**config.mk**
```make
export PLATFORM = sky130hd
export DESIGN_NAME = otp_param_store
export DESIGN_NICKNAME = d
export VERILOG_FILES = /design/src/rtl/otp_store_pkg.sv /design/src/rtl/otp_param_store.sv /design/src/rtl/strap_sync.sv
export SDC_FILE = /design/constraint.sdc
export NUM_CORES = 1
export LEC_CHECK = 0
export ABC_AREA = 1
export BUFFER_PORTS_ARGS = -buffer_cell sky130_fd_sc_hd__clkbuf_2
export CORE_MARGIN = 5
export CORE_UTILIZATION = 60
export CTS_BUF_LIST = sky130_fd_sc_hd__clkbuf_16
export DETAILED_ROUTE_END_ITERATION = 10
export HOLD_SLACK_MARGIN = 0.15
export PLACE_DENSITY_LB_ADDON = 0.05
export SLEW_MARGIN = 20
export SYNTH_ARGS = -nofsm -noshare
export SYNTH_HDL_FRONTEND = slang
export SYNTH_HIERARCHICAL = 1
export SYNTH_SLANG_ARGS = --single-unit
```
**constraint.sdc**
```tcl
create_clock -name mclk_i -period 3.5 [get_ports mclk_i]
set_input_delay 0.525 -clock mclk_i [delete_from_list [all_inputs] [get_ports mclk_i]]
set_output_delay 0.525 -clock mclk_i [all_outputs]
set_load 0.005 [all_outputs]
```
**src/rtl/otp_store_pkg.sv**
```systemverilog
package otp_store_pkg;

  // ****************************************************************
  // timing
  // ****************************************************************
  localparam int CLK_MHZ = 125;
  localparam int ZAP_TIME_NS = 1000;
  localparam int ZAP_CYCLES = (ZAP_TIME_NS * CLK_MHZ + 999) / 1000;
  localparam int CNT_W = 8;

  // ****************************************************************
  // byte offsets
  // ****************************************************************
  localparam logic [2:0] OFS_CALIB_CLOCK_REF = 3'h0;
  localparam logic [2:0] OFS_CALIB_THERMAL = 3'h1;
  localparam logic [2:0] OFS_NODE_ADDRESS = 3'h2;
  localparam logic [2:0] OFS_COIL_CURRENT = 3'h3;
  localparam logic [2:0] OFS_SPEED_LIMITS = 3'h4;
  localparam logic [2:0] OFS_PARK_HIGH = 3'h5;
  localparam logic [2:0] OFS_PARK_LOW = 3'h6;
  localparam logic [2:0] OFS_STEP_LOCKS = 3'h7;

  // ****************************************************************
  // field positions and masks
  // ****************************************************************
  localparam int BIT_ADDR_SWAP = 7;
  localparam int BIT_SHAFT = 4;
  localparam int BIT_FACTORY_LOCK = 1;
  localparam int BIT_USER_LOCK = 0;
  localparam logic [7:0] STRAP_FIELD = 8'h70;
  localparam logic [7:0] STEP_LOCK_FIELD = 8'h0f;
  localparam logic [7:0] FULL_FIELD = 8'hff;

  // ****************************************************************
  // factory state at delivery
  // ****************************************************************
  localparam logic [7:0] THERMAL_FIXED_ONE = 8'h80;
  localparam logic [7:0] STEP_LOCK_DELIVERY = 8'h02;

  // ****************************************************************
  // command codes
  // ****************************************************************
  localparam logic [1:0] OP_PROGRAM = 2'h0;
  localparam logic [1:0] OP_READ = 2'h1;
  localparam logic [1:0] OP_RELOAD = 2'h2;
  localparam logic [1:0] OP_LOAD_PARAM = 2'h3;

  // ****************************************************************
  // step resolution divisor for code 00 (half)
  // ****************************************************************
  localparam logic [4:0] STEP_DIV_BASE = 5'h02;

  // ****************************************************************
  // coil current table in mA: 59 .. 800
  // ****************************************************************
  localparam logic [9:0] COIL_MA [16] = '{
    10'h03b, 10'h047, 10'h054, 10'h064, 10'h077, 10'h08d, 10'h0a8, 10'h0c8,
    10'h0ee, 10'h11b, 10'h150, 10'h190, 10'h1dc, 10'h236, 10'h2a1, 10'h320
  };

  typedef enum logic [1:0] {ST_LOAD, ST_IDLE, ST_ZAP} fuse_state_e;

endpackage

```
**src/rtl/otp_param_store.sv**
```systemverilog
`timescale 1ns/10ps
`default_nettype none
module otp_param_store #(
  parameter logic [7:0] FACTORY_CLOCK_REF = 8'h00,
  parameter logic [7:0] FACTORY_THERMAL = 8'h00,
  parameter int STRAP_W = 3
) (
  // clock and reset
  input wire logic mclk_i,
  input wire logic rst_n_i,
  // commands from the frame layer
  input wire logic cmd_valid_i,
  input wire logic [1:0] cmd_op_i,
  input wire logic [2:0] cmd_addr_i,
  input wire logic [7:0] cmd_data_i,
  output logic cmd_ready_o,
  // readback and command result
  output logic rd_valid_o,
  output logic [7:0] rd_data_o,
  output logic refused_o,
  // strap pins and motion status
  input wire logic [STRAP_W-1:0] strap_pin_bits_i,
  input wire logic motor_stopped_i,
  // node location identifier
  output logic [6:0] node_location_id_o,
  // coil current setpoint
  output logic [3:0] coil_current_code_o,
  output logic [9:0] coil_current_ma_o,
  // motion parameters
  output logic [1:0] microstep_resolution_o,
  output logic [4:0] microstep_div_o,
  output logic shaft_dir_o,
  output logic [3:0] speed_max_o,
  output logic [3:0] speed_min_o,
  output logic [3:0] accel_o,
  output logic [10:0] safe_park_target_o,
  // calibration trims
  output logic [3:0] clock_source_trim_o,
  output logic [3:0] reference_current_trim_o,
  output logic [2:0] overtemp_limit_trim_o,
  output logic [3:0] bandgap_trim_o
);

  // ****************************************************************
  // state
  // ****************************************************************
  typedef struct packed {
    otp_store_pkg::fuse_state_e st;
    logic [7:0][7:0] fuse;
    logic [7:0][7:0] work;
    logic [otp_store_pkg::CNT_W-1:0] cnt;
    logic [2:0] addr;
    logic [7:0] mask;
    logic [7:0] rd_data;
    logic rd_valid;
    logic refused;
    logic [6:0] node;
    logic [3:0] coil;
    logic [9:0] ma;
  } store_s;

  store_s q;
  store_s d;
  logic [STRAP_W-1:0] strap_s;
  logic take;
  logic user_lock;
  logic trim_lock;
  logic addr_locked;
  logic [7:0] stored_field;
  logic [7:0] read_byte;
  logic [3:0] pa_nib;

  // ****************************************************************
  // strap pin synchroniser
  // ****************************************************************
  strap_sync #(
    .WIDTH(STRAP_W)
  ) u_strap_sync (
    .mclk_i(mclk_i),
    .rst_n_i(rst_n_i),
    .async_i(strap_pin_bits_i),
    .sync_o(strap_s)
  );

  // ****************************************************************
  // decode
  // ****************************************************************
  assign take = cmd_valid_i && (q.st == otp_store_pkg::ST_IDLE);
  assign user_lock =
    q.fuse[otp_store_pkg::OFS_STEP_LOCKS][otp_store_pkg::BIT_USER_LOCK];
  assign trim_lock =
    q.fuse[otp_store_pkg::OFS_STEP_LOCKS][otp_store_pkg::BIT_FACTORY_LOCK];
  // user lock covers the whole array, factory lock the trim bytes
  assign addr_locked = user_lock ||
    (trim_lock && (cmd_addr_i <= otp_store_pkg::OFS_CALIB_THERMAL));
  assign pa_nib = q.work[otp_store_pkg::OFS_NODE_ADDRESS][3:0];

  // bits that physically exist as fuses in the addressed byte
  always_comb begin
    if (cmd_addr_i == otp_store_pkg::OFS_NODE_ADDRESS) begin
      stored_field = ~otp_store_pkg::STRAP_FIELD;
    end else if (cmd_addr_i == otp_store_pkg::OFS_STEP_LOCKS) begin
      stored_field = otp_store_pkg::STEP_LOCK_FIELD;
    end else begin
      stored_field = otp_store_pkg::FULL_FIELD;
    end
  end

  // readback splices the live strap level into byte 2
  always_comb begin
    read_byte = q.fuse[cmd_addr_i];
    if (cmd_addr_i == otp_store_pkg::OFS_NODE_ADDRESS) begin
      read_byte[6:4] = strap_s;
    end
  end

  // ****************************************************************
  // next state
  // ****************************************************************
  always_comb begin
    d = q;
    d.rd_valid = 1'b0;
    d.refused = 1'b0;
    case (q.st)
      otp_store_pkg::ST_LOAD: begin
        d.work = q.fuse;
        d.st = otp_store_pkg::ST_IDLE;
      end
      otp_store_pkg::ST_IDLE: begin
        if (take) begin
          case (cmd_op_i)
            otp_store_pkg::OP_PROGRAM: begin
              if (addr_locked) begin
                d.refused = 1'b1;
              end else begin
                // only bits still at zero are zapped
                d.mask = cmd_data_i & ~q.fuse[cmd_addr_i] &
                  stored_field;
                d.addr = cmd_addr_i;
                d.cnt = otp_store_pkg::CNT_W'(otp_store_pkg::ZAP_CYCLES - 1);
                d.st = otp_store_pkg::ST_ZAP;
              end
            end
            otp_store_pkg::OP_READ: begin
              d.rd_data = read_byte;
              d.rd_valid = 1'b1;
              d.work = q.fuse;
            end
            otp_store_pkg::OP_RELOAD: begin
              d.work = q.fuse;
            end
            default: begin
              // RAM override; address nibble and trims stay fuse-held
              if (cmd_addr_i == otp_store_pkg::OFS_NODE_ADDRESS) begin
                d.work[cmd_addr_i][otp_store_pkg::BIT_ADDR_SWAP] =
                  cmd_data_i[otp_store_pkg::BIT_ADDR_SWAP];
              end else if (cmd_addr_i >=
                otp_store_pkg::OFS_COIL_CURRENT) begin
                d.work[cmd_addr_i] = cmd_data_i;
              end
            end
          endcase
        end
      end
      otp_store_pkg::ST_ZAP: begin
        if (q.cnt == '0) begin
          // fuses change; working copy waits for read or reload
          d.fuse[q.addr] = q.fuse[q.addr] | q.mask;
          d.st = otp_store_pkg::ST_IDLE;
        end else begin
          d.cnt = q.cnt - 1'b1;
        end
      end
      default: begin
        d.st = otp_store_pkg::ST_IDLE;
      end
    endcase
    // node identifier composition
    if (q.work[otp_store_pkg::OFS_NODE_ADDRESS]
        [otp_store_pkg::BIT_ADDR_SWAP]) begin
      d.node = {strap_s, pa_nib};
    end else begin
      d.node = {pa_nib, strap_s};
    end
    // coil current setpoint
    if (motor_stopped_i) begin
      d.coil = q.work[otp_store_pkg::OFS_COIL_CURRENT][3:0];
    end else begin
      d.coil = q.work[otp_store_pkg::OFS_COIL_CURRENT][7:4];
    end
    d.ma = otp_store_pkg::COIL_MA[d.coil];
  end

  // ****************************************************************
  // register
  // ****************************************************************
  always_ff @(posedge mclk_i) begin
    if (!rst_n_i) begin
      q <= '0;
      q.st <= otp_store_pkg::ST_LOAD;
      // delivery image: trims and factory lock already zapped
      q.fuse[otp_store_pkg::OFS_CALIB_CLOCK_REF] <= FACTORY_CLOCK_REF;
      q.fuse[otp_store_pkg::OFS_CALIB_THERMAL] <=
        FACTORY_THERMAL | otp_store_pkg::THERMAL_FIXED_ONE;
      q.fuse[otp_store_pkg::OFS_STEP_LOCKS] <=
        otp_store_pkg::STEP_LOCK_DELIVERY;
    end else begin
      q <= d;
    end
  end

  // ****************************************************************
  // outputs
  // ****************************************************************
  assign cmd_ready_o = (q.st == otp_store_pkg::ST_IDLE);
  assign rd_valid_o = q.rd_valid;
  assign rd_data_o = q.rd_data;
  assign refused_o = q.refused;
  assign node_location_id_o = q.node;
  assign coil_current_code_o = q.coil;
  assign coil_current_ma_o = q.ma;
  assign microstep_resolution_o =
    q.work[otp_store_pkg::OFS_STEP_LOCKS][3:2];
  assign microstep_div_o =
    otp_store_pkg::STEP_DIV_BASE << microstep_resolution_o;
  assign shaft_dir_o =
    q.work[otp_store_pkg::OFS_PARK_HIGH][otp_store_pkg::BIT_SHAFT];
  assign speed_max_o = q.work[otp_store_pkg::OFS_SPEED_LIMITS][7:4];
  assign speed_min_o = q.work[otp_store_pkg::OFS_SPEED_LIMITS][3:0];
  assign accel_o = q.work[otp_store_pkg::OFS_PARK_HIGH][3:0];
  assign safe_park_target_o = {q.work[otp_store_pkg::OFS_PARK_HIGH][7:5],
    q.work[otp_store_pkg::OFS_PARK_LOW]};
  assign clock_source_trim_o = q.work[otp_store_pkg::OFS_CALIB_CLOCK_REF][7:4];
  assign reference_current_trim_o =
    q.work[otp_store_pkg::OFS_CALIB_CLOCK_REF][3:0];
  assign overtemp_limit_trim_o = q.work[otp_store_pkg::OFS_CALIB_THERMAL][6:4];
  assign bandgap_trim_o = q.work[otp_store_pkg::OFS_CALIB_THERMAL][3:0];

  // byte that a finishing zap may touch
  logic [63:0] zap_span;
  assign zap_span = 64'(8'hff) << {q.addr, 3'h0};
endmodule // otp_param_store
`default_nettype wire

```
**src/rtl/strap_sync.sv**
```systemverilog
`timescale 1ns/10ps
`default_nettype none
module strap_sync #(
  parameter int WIDTH = 3
) (
  // clock and reset
  input wire logic mclk_i,
  input wire logic rst_n_i,
  // asynchronous level in, synchronised level out
  input wire logic [WIDTH-1:0] async_i,
  output logic [WIDTH-1:0] sync_o
);

  logic [WIDTH-1:0] meta_q;
  logic [WIDTH-1:0] sync_q;

  always_ff @(posedge mclk_i) begin
    if (!rst_n_i) begin
      meta_q <= '0;
      sync_q <= '0;
    end else begin
      meta_q <= async_i;
      sync_q <= meta_q;
    end
  end

  assign sync_o = sync_q;

endmodule // strap_sync
`default_nettype wire

```
Word level (Yosys, flattened, before mapping)

Memories as Yosys holds them, arrays and structs flattened. A register that Yosys moved wholly into a read port is not among the register bits.
Cells that the tools add are included.

Memories: 1
ROM bits: 160
Output and inout bits: 78
Flip-flop bits (word level): 176
Bits of input ports: 20
Logic and storage cells: 110

Memories:

| name             | depth | bits a word | read ports | clocked after memory_dff | wr ports | line                   | text |
|---|---|---|---|---|---|---|---|
| (name not given) | 16    | 10          | 1          | 1                        | 0        | otp_param_store.sv:191 | `d.ma = otp_store_pkg::COIL_MA[d.coil];` |

Shift operators: 1
Magnitude comparators: 6
Equal/unequal tests: 13
Add/subtract/negate cells: 1
Reductions and logical operators: 20
Bitwise operators: 6
Multiplexer cells: 35

Operators with widths:

| operator                                                                             | count |
|---|---|
| 64-bit one-hot mux with 2 select lines                                               | 2 |
| 64-bit bitwise mux                                                                   | 3 |
| 64-bit 2-to-1 mux                                                                    | 2 |
| 93-bit 2-to-1 mux                                                                    | 1 |
| 8-bit demux with 3-bit select                                                        | 3 |
| 66-bit 2-to-1 mux                                                                    | 1 |
| 8-bit 2-to-1 mux                                                                     | 8 |
| 8-bit binary-select mux with 3-bit select                                            | 2 |
| 19-bit 2-to-1 mux                                                                    | 2 |
| 8-bit bitwise AND                                                                    | 2 |
| 8-bit one-hot mux with 2 select lines                                                | 1 |
| 4-bit AND reduction                                                                  | 4 |
| 9-bit 2-to-1 mux                                                                     | 1 |
| 8-bit logical NOT                                                                    | 1 |
| 3-bit by 4-bit < comparator with 1-bit output (second input constant)                | 2 |
| 2-bit != test (second input constant)                                                | 4 |
| 8-bit inverter                                                                       | 1 |
| 8-bit OR                                                                             | 1 |
| 8-bit by 1-bit subtractor with 8-bit output (second input constant)                  | 1 |
| 7-bit 2-to-1 mux                                                                     | 1 |
| 3-bit by 1-bit greater-or-equal comparator with 1-bit output (second input constant) | 2 |
| 2-bit 2-to-1 mux                                                                     | 3 |
| 3-bit AND reduction                                                                  | 2 |
| 4-bit inverter with 5-bit output                                                     | 1 |
| other kinds (22)                                                                     | 31 |

Depth between registers and ports, before layout

Depth after elaboration: 10
Gate-level depth with buffers: 11
Gate-level depth less buffers: 10

Cells and area by module

Netlist, hierarchy kept.

By module, submodules not included:

| module          | cells each | instances | area an instance (µm²) | sequential area each (µm²) |
|---|---|---|---|---|
| otp_param_store | 1,584      | 1         | 9,800.6                | 3,403.3 |
| strap_sync      | 18         | 1         | 165.2                  | 120.1 |

Worst setup path after synthesis

OpenSTA, ideal clock, no wires.

Kind: in2reg
From: input port cmd_op_i[0]
To: register q[79] (netlist bit)
Cell stages on the path: 10
Setup slack: 1.618 ns
Data required time: 3.387 ns
Data arrival time: 1.770 ns
Setup time: 0.113 ns
Buffers on the path: 2
Cell sequence: inv_1 > ha_1 > nor2_4 > buf_2 > nand3_1 > nand2_2 > buf_2 > nand2_1 > nand2_1 > nor2_1

Cells in the longest elaborated chain, start to end: 5
Elaborated cells between the ends (all ways): 10
Those cells by class: eq/ne: 4; mux: 3; reduce/logical: 3

RTL lines:

| item                                                                                         | line                   | text |
|---|---|---|
| start: declaration                                                                           | otp_param_store.sv:13  | `input wire logic [1:0] cmd_op_i,` |
| 2-bit equality test / 2-bit by 1-bit equality test with 1-bit output (equally long branches) | otp_param_store.sv:131 | `case (cmd_op_i)` |
| 2-bit OR reduction (no source line)                                                          | -                      |  |
| 64-bit one-hot mux with 2 select lines                                                       | otp_param_store.sv:131 |  |
| 93-bit 2-to-1 mux                                                                            | otp_param_store.sv:130 | `if (take) begin` |
| 64-bit one-hot mux with 2 select lines                                                       | otp_param_store.sv:124 | `case (q.st)` |
| end: declaration                                                                             | otp_param_store.sv:62  | `store_s q;` |

Several ways; a longest one is shown, not always the timed one. The select of a mux whose other input is x is not followed.
A chain may end at the register's enable or synchronous reset.

Worst setup path in the final report

From: register q[39] (netlist bit)
To: register q[139] (netlist bit)

Cells in the longest elaborated chain, start to end: 5
Elaborated cells between the ends (all ways): 9
Those cells by class: order compare: 2; mux: 5; bitwise: 1; reduce/logical: 1

RTL lines:

| item                                                                                                                                                       | line                   | text |
|---|---|---|
| 3-bit by 4-bit < comparator with 1-bit output (not written as such) / 3-bit by 1-bit greater-or-equal comparator with 1-bit output (equally long branches) | otp_param_store.sv:168 | `d.fuse[q.addr] = q.fuse[q.addr] \| q.mask;` |
| 1-bit logical AND (not written as such)                                                                                                                    | otp_param_store.sv:168 |  |
| 8-bit 2-to-1 mux (not written as such)                                                                                                                     | otp_param_store.sv:168 |  |
| 8-bit demux with 3-bit select                                                                                                                              | otp_param_store.sv:168 |  |
| 64-bit bitwise mux *                                                                                                                                       | otp_param_store.sv:168 |  |

Every way passes the cells marked *; elsewhere a longest branch is shown, timed or not. The select of a mux whose other input is x is not followed.

==> run metrics <==
Synth Area in Compound Gates=15.73%; die area=0.01929 mm2; Mapped Avg Cell Area=6.221 um2; WL met2=12650 um; Wirelength per Cell=15.94 um; main combinational cell family by area after synthesis=simple AND/OR/NAND/NOR gates; vias in the first global route=8478; Starting Density=60.52%; Post-synth EDFFs=0; Vias per Instance=5.381; Iter 0 DRT Violations=1205; Reg2Reg Depth=8; count of different cell masters after synthesis=31; H-tree depth=4; CTS tree=built; CP Cell Sequence=inv_2, nor2_1, nand2_1, nand2_1, nor2_1, nand2_1, nor2_1, nor2_1; CTS Hold Buffers Added=0; highest routed layer=met4; Sw Ratio=27.65%; worst skew pair latency=0.43 ns; DRC viols=0; startpoint types=register; Synth Area in Simple Gates=30.66%; CP Max Fanout=19; clk root buf=clkbuf_16; status=finished, final reports clean; PnR Total Power=0.004604 W; post-route worst setup slack=0.9910 ns; asr flop ratio synth=0%; CP dominant cell by count=nor2_1; clk sinks=176; synthesized flop and latch total=176; slowest CP cell=dfxtp_1; Reg power frac=46.3%; setup_tns=0 ns; total iterations of the first detailed-routing run=7; setup bufs post-CTS=0; power share of the clock group=40.3%; slowest stage delay, CP=0.73 ns; RSZ-0062 raised after global routing=false; net load switching power=0.001273 W; Min Clock Period, post-route=2.509 ns; worst path bufs/invs=1; Reg-to-Reg Start=q[39]; filler cell count=1634; Max-slew headroom=48.73%; Worst Skew=0.007990 ns; Max Cap Viol=0; PortBufs=96; Setup crit end kind=register; post-DP HPWL=21090 um; Hold Path End=u_strap_sync/meta_q[0]; # resized after CTS=0; largest net degree at the start of global routing=52; multiplexer share of the synthesized area=0%; Final Setup Violations=0; final hold violations=0; PwrDens=434.5 mW/mm2; max-slew violations=0; Yosys warning count=6; Clock transition at path regs=0.07 ns; global-route wire length before repair=46020 um; Core Area=0.01647 mm2; worst vdd ir=0.3613 mV; final hold slack=0.2765 ns; Die Wd=138.9 um; period utilisation layout=71.69%; Cells after Synth=1602; Pleak=5.098 nW; Fmax=0.3986 GHz; Syn Nets=1630; routed wl met3=2863 um; final wirelength=29260 um; worst path required time=3.88 ns; WHS Path Cells=3; Cell Area, Synth=0.009966 mm2; antenna viol nets, final=0; CP arrival=2.88 ns; worst hold start=strap_pin_bits_i[0]; pre-CTS setup slack=0.8899 ns; Final GP Congestion=1.001; CTS Buffer Depth=2; Total GRT Usage=29.64%; Crit Path Class=register to register; worst reg-to-reg setup slack=0.99 ns; Logic pwr share=13.4%; CP top delay family=simple AND/OR/NAND/NOR gates; GRT overflow=0; die height=138.9 um; Synth Area in Adders=1.004%; NumNets Final=1630; Metal-1 WL=12540 um; layout cells sized above 1=10.84%; Reg-to-Reg End=q[139]; Int Power=0.003331 W; Area Growth Syn to Fin=6.316%; IO Pins=98; row count=47; CTS buffer count=17; XOR/XNOR Fraction of Synth Area=0.3515%; register area share after synthesis=35.35%; Most used DFF post-synth=dfxtp_1; Via Count=9880; Hold/Removal Path Class=input pin to register; initial antenna violation count=0; slew of the pin with the lowest slew margin=0.7662 ns
layout make-up:
type | count | area [um2] | area share (%)
Clock inverter | 15 | 143.9 | 1.358
Antenna cell | 1 | 2.502 | 0.02362
Clock buffer | 17 | 425.4 | 4.015
Multi-Input combinational cell | 1059 | 4762 | 44.95
Sequential cell | 176 | 3523 | 33.25
Timing Repair Buffer | 105 | 550.5 | 5.196
Inverter | 243 | 912.1 | 8.609
Tap cell | 220 | 275.3 | 2.598
per-layer routing:
layer,global-route usage (%),up-vias
met5,0,-
met4,14.52,0
met3,5.310,88
met2,44.16,541
met1,41.49,4344
li1,-,4907
sequential cells by signal, indices dropped and copies added, names as in the netlist, 7 cells and up:
| name | flops |
|---|---|
| q | 94 |
| coil_current_ma_o | 10 |
| safe_park_target_o | 11 |
| node_location_id_o | 7 |
| rd_data_o | 8 |
how the worst max path moves through the flow:
stage / start / to / slack [ns] / cells past startpoint
floorplan: cmd_op_i[0] / q[79] / 1.62 / 10
global placement: cmd_op_i[0] / pa_nib[3] / 0.99 / 8
detailed placement: cmd_op_i[0] / pa_nib[3] / 0.89 / 8
CTS: q[39] / q[139] / 1.05 / 8
global route: q[39] / q[157] / 0.87 / 8
finish: q[39] / q[139] / 0.99 / 8
cell usage in the layout (no fill, tap or decap), types with 2 or more instances in the layout:
cell type	n
nand3_2	7
o21ai_0	157
a21oi_1	67
clkbuf_2	95
o21a_1	5
clkinv_2	2
nor2_1	243
nor2_4	4
bufinv_16	2
o211ai_1	10
nand3b_2	2
xor2_1	3
inv_2	13
clkbuf_16	17
buf_4	10
clkinv_1	7
clkinv_4	3
a22oi_1	17
o21bai_1	3
o22ai_1	26
nand2_1	425
ha_1	8
nand3_1	61
inv_1	227
clkinvlp_4	2
nand2_2	7
inv_6	2
nor2_2	8
dfxtp_1	176
worst register-to-register path, cell delays in order (launching register included):
cell and delay [ns]:
dfxtp_1 0.73, inv_2 0.20, nor2_1 0.58, nand2_1 0.14
nand2_1 0.13, nor2_1 0.06, nand2_1 0.42, nor2_1 0.09
nor2_1 0.09
stage by stage:
stage          instance area (um2)  utilization [%]  cells
3_5_place_dp                 10020            60.87   1803
6_report                     10600            64.35   1836
5_1_grt                      10590            64.33   1835
2_1_floorplan                 9966                -   1602
3_3_place_gp                 10020            60.87   1803
4_1_cts                      10590            64.33   1835
power by group through the flow:
stage	Combinational, W	Clock, W	Sequential, W
after floorplan	0.000511	0	0.00216
after global placement	0.000599	0	0.00218
after detailed placement	0.000607	0	0.00218
after CTS	0.000611	0.00189	0.00213
after global routing	0.000694	0.00197	0.00214
final	0.000617	0.00185	0.00213
synthesized netlist by cell type, types with 13 or more instances:
library cell  count  share of area (%)
a22oi_1          17                1.3
buf_2            17               0.85
inv_1           227                8.5
inv_2            13               0.49
nor2_1          243                9.2
dfxtp_1         176                 35
nand3_1          61                3.1
o22ai_1          26                1.6
nand2_1         425                 16
buf_4            75                5.6
a21oi_1          67                3.4
o21ai_0         157                7.9
clkbuf_1         27                1.0
kinds of logic after synthesis:
group                      after synthesis
other                                    1
adders and majority gates                8
xor gates and xnor gates                 4
buffers and inverters                  367
AOI/OAI and AO/OA                      287
and+or+nand+nor                        759
DFF                                    176
No activity file was read; power rests on OpenSTA's default activity.
